--- src/hw/mie_defs.svh ---
// Operation
// RULE1: skip-zero move: load acc, skip if zero
// RULE2: bit test: skip when bit zero, no flags
// RULE3: paged table read: both pointers, low/high split
// RULE4: last-page table read uses pointer low only
// RULE5: paged read after pointer low increment
// RULE6: last-page read after pointer low increment
// RULE7: xor to acc or memory, zero flag
// RULE8: extended forms reach every memory section
// RULE9: add with/without carry, five flags
// RULE10: and to acc or memory, zero flag
// RULE11: clear byte or bit, no flags
// RULE12: invert to memory or acc, zero flag
// RULE13: decimal adjust adds 06H/60H, to memory
// RULE14: decimal adjust changes carry only
// RULE15: decrement to memory or acc, zero flag
// RULE16: increment to memory or acc, zero flag
// RULE17: move between acc and memory, no flags
// RULE18: or to acc or memory, zero flag
// RULE19: rotate left, bit 7 into bit 0
// RULE20: extended skip taken costs three cycles
// RULE21: zero flag from eight-bit result only
`ifndef MIE_DEFS_SVH
`define MIE_DEFS_SVH
`define MIE_ACC_RST 8'h00
`define MIE_TBL_RST 8'h00
`define MIE_ZERO8 8'h00
`define MIE_ONE8 8'h01
`define MIE_DAA_LO 8'h06
`define MIE_DAA_HI 8'h60
`define MIE_NIB_MAX 4'h9
`define MIE_CYC_SKIP 2'h2
`define MIE_CYC_LSKIP 2'h3
`define MIE_CYC_ONE 2'h1
`endif

--- src/hw/mie_pkg.sv ---
package mie_pkg;
  typedef enum logic [4:0] {
    MIE_NOP, MIE_SZA, MIE_SZ_BIT, MIE_TABLE_READ_PAGED_P, MIE_TABLE_READ_PAGED_L, MIE_INC_TABLE_READ_PAGED_P, MIE_INC_TABLE_READ_PAGED_L,
    MIE_XOR, MIE_ADD, MIE_AND, MIE_OR, MIE_CLR, MIE_CLR_BIT, MIE_CPL, MIE_DAA,
    MIE_DEC, MIE_INC, MIE_MOV_TO_ACC, MIE_MOV_TO_MEM, MIE_RL
  } mie_op_t;
  typedef struct packed {
    mie_op_t op;
    logic use_carry;
    logic to_mem;
    logic use_imm;
    logic extended;
    logic [2:0] bit_sel;
    logic [7:0] imm;
  } mie_cmd_t;
  typedef struct packed {
    logic overflow_flag;
    logic zero_flag;
    logic aux_carry_flag;
    logic carry;
    logic sign_carry_flag;
  } mie_flags_t;
endpackage

--- src/hw/mie_alu.sv ---
`include "mie_defs.svh"
module mie_alu import mie_pkg::*; (
  // operands
  input wire mie_cmd_t cmd,
  input wire logic [7:0] acc,
  input wire logic [7:0] mem,
  input wire mie_flags_t flags_in,
  // results
  output mie_flags_t flags_out,
  output logic [7:0] result,
  output logic skip
);
  logic [8:0] sum;
  logic [4:0] half;
  logic [7:0] opnd;
  logic [7:0] adj;
  logic [8:0] daa_sum;
  always_comb begin
    opnd = cmd.use_imm ? cmd.imm : mem;
    sum = {1'b0, acc} + {1'b0, mem} + {8'h00, cmd.use_carry & flags_in.carry}; // RULE9
    half = {1'b0, acc[3:0]} + {1'b0, mem[3:0]} + {4'h0, cmd.use_carry & flags_in.carry};
    adj = `MIE_ZERO8;
    if (acc[3:0] > `MIE_NIB_MAX || flags_in.aux_carry_flag) begin
      adj = adj | `MIE_DAA_LO; // RULE13
    end
    if (acc[7:4] > `MIE_NIB_MAX || flags_in.carry) begin
      adj = adj | `MIE_DAA_HI; // RULE13
    end
    daa_sum = {1'b0, acc} + {1'b0, adj};
    result = mem;
    flags_out = flags_in;
    skip = 1'b0;
    unique case (cmd.op)
      MIE_SZA: begin
        result = mem; // RULE1
        skip = (mem == `MIE_ZERO8);
      end
      MIE_SZ_BIT: skip = ~mem[cmd.bit_sel]; // RULE2
      MIE_XOR: result = acc ^ opnd; // RULE7
      MIE_ADD: begin
        result = sum[7:0];
        flags_out.carry = sum[8]; // RULE9
        flags_out.aux_carry_flag = half[4];
        flags_out.overflow_flag = (acc[7] == mem[7]) && (sum[7] != acc[7]);
        // sign carry: result msb against the carry into bit 7
        flags_out.sign_carry_flag = sum[7] ^ (acc[7] ^ mem[7] ^ sum[7]);
      end
      MIE_AND: result = acc & mem; // RULE10
      MIE_OR: result = acc | mem; // RULE18
      MIE_CLR: result = `MIE_ZERO8; // RULE11
      MIE_CLR_BIT: begin
        result = mem;
        result[cmd.bit_sel] = 1'b0; // RULE11
      end
      MIE_CPL: result = ~mem; // RULE12
      MIE_DAA: begin
        result = daa_sum[7:0];
        flags_out.carry = flags_in.carry | daa_sum[8]; // RULE14
      end
      MIE_DEC: result = mem - `MIE_ONE8; // RULE15
      MIE_INC: result = mem + `MIE_ONE8; // RULE16
      MIE_MOV_TO_ACC: result = mem; // RULE17
      MIE_MOV_TO_MEM: result = acc; // RULE17
      MIE_RL: result = {mem[6:0], mem[7]}; // RULE19
      default: result = mem;
    endcase
    // zero flag only for the flag-affecting ops
    if (cmd.op inside {MIE_XOR, MIE_ADD, MIE_AND, MIE_OR, MIE_CPL, MIE_DEC, MIE_INC}) begin
      flags_out.zero_flag = (result == `MIE_ZERO8); // RULE21
    end
  end
endmodule

--- src/hw/mie_core.sv ---
`include "mie_defs.svh"
module mie_core import mie_pkg::*; #(
  parameter int ADDR_W = 9,
  parameter int PROG_W = 16
) (
  // clock and reset
  input wire logic clk_sys,
  input wire logic rst,
  // command
  input wire logic cmd_valid,
  input wire mie_cmd_t cmd,
  output logic cmd_ready,
  // data memory, full-width address reaches every section
  input wire logic [ADDR_W-1:0] mem_addr_in,
  input wire logic [7:0] mem_rdata,
  output logic mem_we,
  output logic [ADDR_W-1:0] mem_waddr,
  output logic [7:0] mem_wdata,
  // program memory table port
  output logic [15:0] prog_addr,
  input wire logic [PROG_W-1:0] prog_rdata,
  input wire logic [7:0] last_page_hi,
  // table pointers
  input wire logic tbl_low_we,
  input wire logic tbl_high_we,
  input wire logic [7:0] tbl_wdata,
  output logic [7:0] table_pointer_low,
  output logic [7:0] table_pointer_high,
  output logic [7:0] table_high_latch,
  // architectural state
  output logic [7:0] acc,
  output mie_flags_t flags,
  output logic skip_next,
  output logic [1:0] cycles_used
);
  initial begin
    if (ADDR_W < 1 || ADDR_W > 16 || PROG_W != 16) begin
      $error("mie_core: unsupported width");
    end
  end
  mie_flags_t alu_flags;
  logic [7:0] alu_res;
  logic alu_skip;
  logic [7:0] next_tbl_low;
  logic is_table;
  logic is_inc;
  logic go;
  assign cmd_ready = 1'b1;
  assign go = cmd_valid;
  mie_alu u_alu (
    .cmd(cmd),
    .acc(acc),
    .mem(mem_rdata),
    .flags_in(flags),
    .flags_out(alu_flags),
    .result(alu_res),
    .skip(alu_skip)
  );
  // ----------------------------------------
  // table addressing
  // ----------------------------------------
  assign is_table = cmd.op inside {MIE_TABLE_READ_PAGED_P, MIE_TABLE_READ_PAGED_L, MIE_INC_TABLE_READ_PAGED_P, MIE_INC_TABLE_READ_PAGED_L};
  assign is_inc = cmd.op inside {MIE_INC_TABLE_READ_PAGED_P, MIE_INC_TABLE_READ_PAGED_L};
  // increment lands before the fetch, same cycle
  assign next_tbl_low = is_inc ? table_pointer_low + `MIE_ONE8 : table_pointer_low; // RULE5 RULE6
  always_comb begin
    if (cmd.op inside {MIE_TABLE_READ_PAGED_L, MIE_INC_TABLE_READ_PAGED_L}) begin
      prog_addr = {last_page_hi, next_tbl_low}; // RULE4 RULE6
    end else begin
      prog_addr = {table_pointer_high, next_tbl_low}; // RULE3 RULE5
    end
  end
  always_ff @(posedge clk_sys or posedge rst) begin
    if (rst) begin
      table_pointer_low <= `MIE_TBL_RST;
    end else if (go && is_inc) begin
      table_pointer_low <= next_tbl_low; // RULE5 RULE6
    end else if (tbl_low_we) begin
      table_pointer_low <= tbl_wdata;
    end
  end
  always_ff @(posedge clk_sys or posedge rst) begin
    if (rst) begin
      table_pointer_high <= `MIE_TBL_RST;
    end else if (tbl_high_we) begin
      table_pointer_high <= tbl_wdata;
    end
  end
  always_ff @(posedge clk_sys or posedge rst) begin
    if (rst) begin
      table_high_latch <= `MIE_TBL_RST;
    end else if (go && is_table) begin
      table_high_latch <= prog_rdata[15:8]; // RULE3 RULE4
    end
  end
  // ----------------------------------------
  // memory write-back
  // ----------------------------------------
  always_ff @(posedge clk_sys or posedge rst) begin
    if (rst) begin
      mem_we <= 1'b0;
      mem_waddr <= '0;
      mem_wdata <= `MIE_ZERO8;
    end else begin
      mem_waddr <= mem_addr_in; // RULE8
      mem_we <= 1'b0;
      if (go) begin
        unique case (cmd.op)
          MIE_TABLE_READ_PAGED_P, MIE_TABLE_READ_PAGED_L, MIE_INC_TABLE_READ_PAGED_P, MIE_INC_TABLE_READ_PAGED_L: begin
            mem_we <= 1'b1;
            mem_wdata <= prog_rdata[7:0]; // RULE3 RULE4
          end
          MIE_CLR, MIE_CLR_BIT, MIE_DAA, MIE_RL, MIE_CPL, MIE_DEC, MIE_INC, MIE_MOV_TO_MEM: begin
            mem_we <= cmd.to_mem | (cmd.op inside {MIE_CLR, MIE_CLR_BIT, MIE_DAA, MIE_MOV_TO_MEM}); // RULE13
            mem_wdata <= alu_res;
          end
          MIE_XOR, MIE_ADD, MIE_AND, MIE_OR: begin
            mem_we <= cmd.to_mem & ~cmd.use_imm; // RULE7
            mem_wdata <= alu_res;
          end
          default: mem_we <= 1'b0;
        endcase
      end
    end
  end
  // ----------------------------------------
  // accumulator and flags
  // ----------------------------------------
  always_ff @(posedge clk_sys or posedge rst) begin
    if (rst) begin
      acc <= `MIE_ACC_RST;
    end else if (go) begin
      if (cmd.op == MIE_SZA || cmd.op == MIE_MOV_TO_ACC) begin
        acc <= alu_res; // RULE1 RULE17
      end else if (!cmd.to_mem && cmd.op inside {MIE_XOR, MIE_ADD, MIE_AND, MIE_OR, MIE_CPL,
                                                  MIE_DEC, MIE_INC, MIE_RL}) begin
        acc <= alu_res; // RULE12 RULE15 RULE16 RULE19
      end
    end
  end
  always_ff @(posedge clk_sys or posedge rst) begin
    if (rst) begin
      flags <= '0;
    end else if (go) begin
      flags <= alu_flags; // RULE21
    end
  end
  // ----------------------------------------
  // skip and cycle cost
  // ----------------------------------------
  always_ff @(posedge clk_sys or posedge rst) begin
    if (rst) begin
      skip_next <= 1'b0;
      cycles_used <= `MIE_CYC_ONE;
    end else if (go) begin
      skip_next <= alu_skip; // RULE1 RULE2
      if (alu_skip) begin
        // dummy fetch slot, one more for extended
        cycles_used <= cmd.extended ? `MIE_CYC_LSKIP : `MIE_CYC_SKIP; // RULE20
      end else begin
        cycles_used <= `MIE_CYC_ONE;
      end
    end else begin
      skip_next <= 1'b0;
    end
  end
endmodule

--- config.mk ---
export PLATFORM = sky130hd
export DESIGN_NAME = mie_core
export DESIGN_NICKNAME = d
export VERILOG_FILES = /design/src/hw/mie_pkg.sv /design/src/hw/mie_alu.sv /design/src/hw/mie_core.sv
export VERILOG_INCLUDE_DIRS = /design/src /design/src/hw
export SDC_FILE = /design/constraint.sdc
export NUM_CORES = 1
export LEC_CHECK = 0
export BUFFER_PORTS_ARGS = -buffer_cell sky130_fd_sc_hd__buf_2
export CORE_ASPECT_RATIO = 0.75
export CORE_MARGIN = 4
export CORE_UTILIZATION = 47
export CTS_BUF_LIST = sky130_fd_sc_hd__clkbuf_8 sky130_fd_sc_hd__clkbuf_16
export DETAILED_ROUTE_END_ITERATION = 10
export PLACE_DENSITY = 0.86
export SLEW_MARGIN = 20
export SYNTH_ARGS = -nofsm -noshare
export SYNTH_HDL_FRONTEND = slang
export SYNTH_SLANG_ARGS = --single-unit
export TNS_END_PERCENT = 20
--- constraint.sdc ---
create_clock -name clk_sys -period 3.02 [get_ports clk_sys]
set_clock_uncertainty 0.05 [all_clocks]
set_input_delay 0.151 -clock clk_sys [delete_from_list [all_inputs] [get_ports clk_sys]]
set_output_delay 0.151 -clock clk_sys [all_outputs]
set_load 0.005 [all_outputs]
# Word-level counts from Yosys, hierarchy flattened
# Index checks and enable logic that the tools add are counted.
[word_totals]
ram_bits = 0
output_inout_bits = 75
ff_bits = 58
word_cells = 114
romBits = 0
memories = 0
latch_bits = 0
inputBits = 74
[classes]
addsub = 8
shifts = 0
magnitude_cmp = 4
reduce_logical = 30
div_mod_pow = 0
n_mul = 0
n_mux = 22
eq_ne = 21
bitwise_logic = 15
[op_table]
columns = ["cell", "n"]
rows = [
  ["8-bit case mux with 12 select lines", 1],
  ["8-bit 2-to-1 mux", 6],
  ["5-bit by 4-bit == test with 1-bit output (second input constant)", 8],
  ["5-bit by 3-bit == test with 1-bit output (second input constant)", 4],
  ["5-bit == test (second input constant)", 4],
  ["8-bit by 8-bit adder with 9-bit output", 2],
  ["8-bit by 1-bit adder with 8-bit output (second input constant)", 2],
  ["8-bit AND", 2],
  ["8-bit logical NOT", 2],
  ["16-bit 2-to-1 mux", 1],
  ["8-bit NOT", 2],
  ["8-bit case mux with 2 select lines", 1],
  ["2-bit nonzero test", 6],
  ["12-bit OR reduction", 1],
  ["5-bit by 2-bit == test with 1-bit output (second input constant)", 2],
  ["2-bit AND reduction", 5],
  ["9-bit by 1-bit adder with 9-bit output", 1],
  ["4-bit greater-than comparator (second input constant)", 2],
  ["8-bit OR", 1],
  ["4-bit nonzero test", 2],
  ["8-bit nonzero test", 1],
  ["4-bit OR reduction", 2],
  ["8-bit OR reduction", 1],
  ["8-bit by 1-bit subtractor with 8-bit output (second input constant)", 1],
  ["other kinds (24)", 40],
]

# Longest topological paths before layout
[logic_depth]
ltp_word = 9
mapped_depth = 12
mapped_depth_nobuf = 11

# Cells and area by module
# A second synthesis with hierarchy kept.
[hier_totals]
cells_unflattened = 591
hier_area_um2 = 5107.4
[by_module_without_submodules]
columns = ["module", "cells_each", "area_per_inst_um2", "n_inst", "seq_area_each_um2"]
rows = [
  ["mie_core", 288, 3025.4, 1, 1452.6],
  ["mie_alu", 303, 2082.0, 1, 0.0],
]

# Worst setup path before layout
# OpenSTA, ideal clock, no wires.
[synth_path]
kind = "input -> register"
startpoint = "input port cmd[17] (netlist bit)"
endpoint = "register flags[3] (netlist bit)"
setup_ps = 104
setup_slack_ps = -73
t_required_ps = 2866
path_stages = 12
arrival_ps = 2940
path_buffers = 1
path_cell_list = "buf_4 -> or4b_4 -> nor2_2 -> inv_1 -> ha_1 -> nand2b_1 -> a21oi_1 -> xor2_1 -> a221o_1 -> a2111oi_4 -> nand4_1 -> o41ai_2"
[synth_between]
elab_chain_len = 3
word_cells_on_any_way = 16
cone_classes = "eq/ne: 12; mux: 1; reduce/logical: 3"
[synth_rtl]
columns = ["element", "line", "source"]
rows = [
  ["start: declaration", "mie_core.sv:11", "input wire mie_cmd_t cmd,"],
  ["5-bit == test (tied with other cells)", "mie_alu.sv:33", "unique case (cmd.op)"],
  ["8-bit case mux with 12 select lines or 7-bit nonzero test (tied branches)", "mie_alu.sv:33, mie_alu.sv:68", ""],
  ["8-bit logical NOT (no line) or 2-bit AND reduction (tied branches)", "n/a", ""],
  ["end signal: assignment", "mie_core.sv:145", "flags <= alu_flags;"],
  ["end: declaration", "mie_core.sv:32", "output mie_flags_t flags,"],
]
# Several ways; a longest one is shown, not always the timed one.
# A chain may end at the register's enable or synchronous reset.

# Final worst setup path
[layout_path]
startpoint = "register acc[2]"
endpoint = "register flags[3] (netlist bit)"
[layout_between]
elab_chain_len = 7
word_cells_on_any_way = 12
cone_classes = "add/sub: 3; order compare: 1; mux: 3; bitwise: 3; reduce/logical: 2"
[layout_rtl]
columns = ["element", "line", "source"]
rows = [
  ["start: declaration", "mie_core.sv:31", "output logic [7:0] acc,"],
  ["start signal: assignment", "mie_core.sv:131", "acc <= `MIE_ACC_RST;"],
  ["start signal: assignment", "mie_core.sv:134", "acc <= alu_res;"],
  ["start signal: assignment", "mie_core.sv:137", "acc <= alu_res;"],
  ["4-bit greater-than comparator (no line)", "n/a", ""],
  ["1-bit logical OR", "mie_alu.sv:23", "if (acc[3:0] > `MIE_NIB_MAX || flags_in.aux_carry_flag) begin"],
  ["3-bit 2-to-1 mux", "mie_alu.sv:23", ""],
  ["7-bit 2-to-1 mux", "mie_alu.sv:26", "if (acc[7:4] > `MIE_NIB_MAX || flags_in.carry) begin"],
  ["8-bit by 8-bit adder with 9-bit output", "mie_alu.sv:29", "daa_sum = {1'b0, acc} + {1'b0, adj};"],
  ["8-bit case mux with 12 select lines *", "mie_alu.sv:33", ""],
  ["8-bit logical NOT (no line) *", "n/a", ""],
]
# Mark *: on every way between the ends. The rest lies on a longest branch, timed or not.

==> results.txt <==
----------------------------------------------------
[Outcome]
  Run status ... finished clean

[Global route]
  Largest net degree at the start of global routing ... 37
  Total congestion overflow ... 0
  Via count of the first global-routing pass ... 4776
  Wire length of the first global-routing pass ... 25400 um
  Total global-route track usage ... 28.7%
  Number of antenna violations at the first check in global routing ... 1

[STA]
  Final cycle utilization of the critical path ... 99.6%
  Count of pins over their slew limit ... 0
  Number of setup violations in the final report ... 0
  Achievable frequency ... 0.332 GHz
  Post-layout minimum cycle time ... 3.01 ns
  Post-route setup slack ... 0.0123 ns
  Final Hold Vio Count ... 0
  RSZ-0062 raised after global routing ... yes
  Tightest Pin Transition ... 0.890 ns
  Max-slew headroom ... 40.4%

[Yosys]
  Post-synthesis instance area ... 4690 um2
  Area fraction of the dominant cell type after synthesis ... 30.4%
  Share of the yosys chip area belonging to registers ... 31.0%
  Number of register bits inferred by synthesis ... 58
  Most used standard cells in the synthesized netlist ... 57 x dfrtp_1, 34 x nor2_1, 33 x inv_1
  Top cells by area, synth ... dfrtp_1 30%, mux2_2 7.7%, ha_1 7.2%, mux2i_1 4.1%, xnor2_1 3.4%
  Post-synthesis average cell area ... 9.18 um2
  Yosys warns ... 0
  Number of different library cells in the post-synthesis netlist ... 74
  Proportion of register bits with asynchronous set or reset after synthesis ... 100%
  Synth Flop Type ... dfrtp_1
  Most frequent cell after synthesis ... dfrtp_1
  Number of synthesized flops with an enable pin ... 0
  Post-synth top area cell ... dfrtp_1
  Gate Count Post-Synth ... 511
  Nets in the synthesized netlist ... 616

[Placed design]
  Setup WS pre-CTS ... -0.0523 ns
  Sum of net half-perimeters after detailed placement ... 13000 um
  RePlAce Congestion ... 1.02
  Number of instances in the placed design ... 796
  Count of input and output buffers ... 147

[Floorplan]
  Core Area ... 9700 um2
  Die area ... 11700 um2
  Count of boundary I/O pins ... 149
  Number of cell rows ... 31
  Vertical extent of the die ... 94.5 um
  Horizontal die dimension ... 123 um
  Starting Density ... 48.4%

[Route]
  Wire length after detailed routing ... 17200 um
  Antenna violation net count after detailed routing ... 0
  Post-route DRC ... 0
  1st-pass router iterations ... 6
  Via count ... 5018
  Routed length per instance ... 20.9 um
  Number of violations reported at the end of detailed-routing iteration 0 ... 539
  Ratio of routed vias to standard cells ... 6.08

[Critical path]
  Startpoint Class ... register
  CP Data Required Time ... 3.19 ns
  R2r worst-path depth ... 12
  Endpoint type of the worst setup path ... register
  Crit Path Class ... register to register
  CP Max Fanout ... 2
  Data arrival time of the critical path ... 3.17 ns

[Min path]
  Hold-critical path depth ... 2
  Class of the worst hold path ... input pin to register

[Layout]
  Post-layout util ... 63.9%
  Area growth, synth to finish ... 32.1%
  Layout cells sized above 1 ... 36.9%
  Number of cells in the finished layout apart from fillers ... 826
  Total Nets Final ... 793

[Pwr]
  Cell leakage power ... 2.93 nW
  Sw Pwr ... 0.00140 W
  Part of the power in the clock network ... 28.3%
  Internal power summed over all cells ... 0.00241 W
  Reg power frac ... 26.6%
  Sw Ratio ... 36.8%
  Worst vdd ir ... 0.616 mV
  P per Cell Area ... 616 nW/um2
  Combinational Power Share ... 45.1%

[Clocking]
  CTS clk-pin slew, worst paths ... 0.05 ns
  Total clock buffers created by CTS ... 9
  CTS Root Cell ... clkbuf_16
  H-tree depth ... 3
  Clock sink count ... 58
  Clock tree from TritonCTS ... done
  Worst-Skew Late Latency ... 0.33 ns
  Maximum buffer depth of the clock tree ... 2

[Flow run]
  Max-cap viol count ... 0

----------------------------------------------------
## critical path, cell delays in order (launching register included)
cell and delay (ns):
dfrtp_1 0.36, o21ai_0 0.16, nand2b_1 0.10, ha_2 0.19, fa_1 0.39, and4_1 0.24, a221oi_2 0.32, buf_4 0.17
xnor2_1 0.10, o2111ai_1 0.13, a21oi_2 0.22, a21oi_2 0.12, o41ai_2 0.35
## state kept, by name, summed over array words and instances (netlist names)
name and flops:
mem_waddr 9, acc 8, mem_wdata 8, table_high_latch 8, table_pointer_high 8, table_pointer_low 8
flags 5, cycles_used 2, mem_we 1, skip_next 1
## worst paths after layout
check / slack [ns] / to / start
setup / recovery: 0.01 / flags[3] / acc[2]
hold / removal: 0.01 / table_high_latch[2] / prog_rdata[10]
setup reg to reg: 0.01 / flags[3] / acc[2]
hold reg to reg: 0.43 / mem_wdata[6] / mem_wdata[6]
max in group asynchronous: 1.75 / mem_wdata[6] / rst
min in group asynchronous: 0.34 / mem_waddr[0] / rst
## final cells by class
type / instances / area [um2]
antenna: 1 / 2.50
clock buffer: 10 / 239
tap: 132 / 165
sequential: 58 / 1450
fill: 787 / 3500
multi-input combinational: 397 / 3060
clock inverter: 6 / 81.3
timing repair buffer: 188 / 1070
inverter: 34 / 128
## stage by stage
stage / cell area [um2] / TNS (ns) / hold slack (ns) / power [W]
after floorplan: 4720 / 0 / 0.132 / 0.00197
after global placement: 5730 / 0 / 0.130 / 0.00261
after detailed placement: 5730 / -0.0788 / 0.141 / 0.00265
after CTS: 6170 / 0 / 0.00170 / 0.00377
after global routing: 6200 / -0.0939 / 0.00950 / 0.00401
final: 6200 / 0 / 0.0134 / 0.00382
## layout by cell type (no fill, tap or decap), types with 13 or more instances in the layout
master and count:
ha_1 24, a21oi_1 26, buf_2 147, inv_1 32
mux2_2 32, mux2i_1 19, buf_4 29, nand2b_1 13
nand2_1 31, dfrtp_1 57, nor3_1 17, o21ai_0 19
nor2_1 34, xnor2_1 18
## power groups by stage
stage          registers [W]  clock network (W)  logic (W)
3_5_place_dp         0.00102                  0    0.00163
6_report             0.00102            0.00108    0.00172
5_1_grt              0.00103            0.00113    0.00185
4_1_cts              0.00101            0.00109    0.00167
2_1_floorplan        0.00107                  0   0.000896
3_3_place_gp         0.00101                  0    0.00160
## cells by family after synthesis
logic type                 Yosys count  share of synthesized area (%)
and+or+nand+nor                    157                           18.2
AOI/OAI and AO/OA                  127                           19.3
DFF                                 58                           31.0
buffers and inverters               56                           5.01
muxes                               55                           12.7
adders and majority gates           32                           9.12
xor gates and xnor gates            25                           4.67
other                                1                         0.0799
## routing by layer
metal / vias up / wire [um] / global-route usage, %
li1: 2243 / - / -
met1: 2361 / 6930 / 37.4
met2: 356 / 7780 / 45.2
met3: 58 / 1930 / 8.68
met4: 0 / 591 / 10.2
met5: - / 0 / 0
## timing repair
item,in CTS,in global routing
endpoints found under the setup margin,2,3
pin swaps,0,2
gates cloned,0,0
buffers inserted,0,1
hold endpoints to repair,32,0
hold buffers,12,0
gates resized for setup,1,4
No activity file was read; power rests on OpenSTA's default activity.
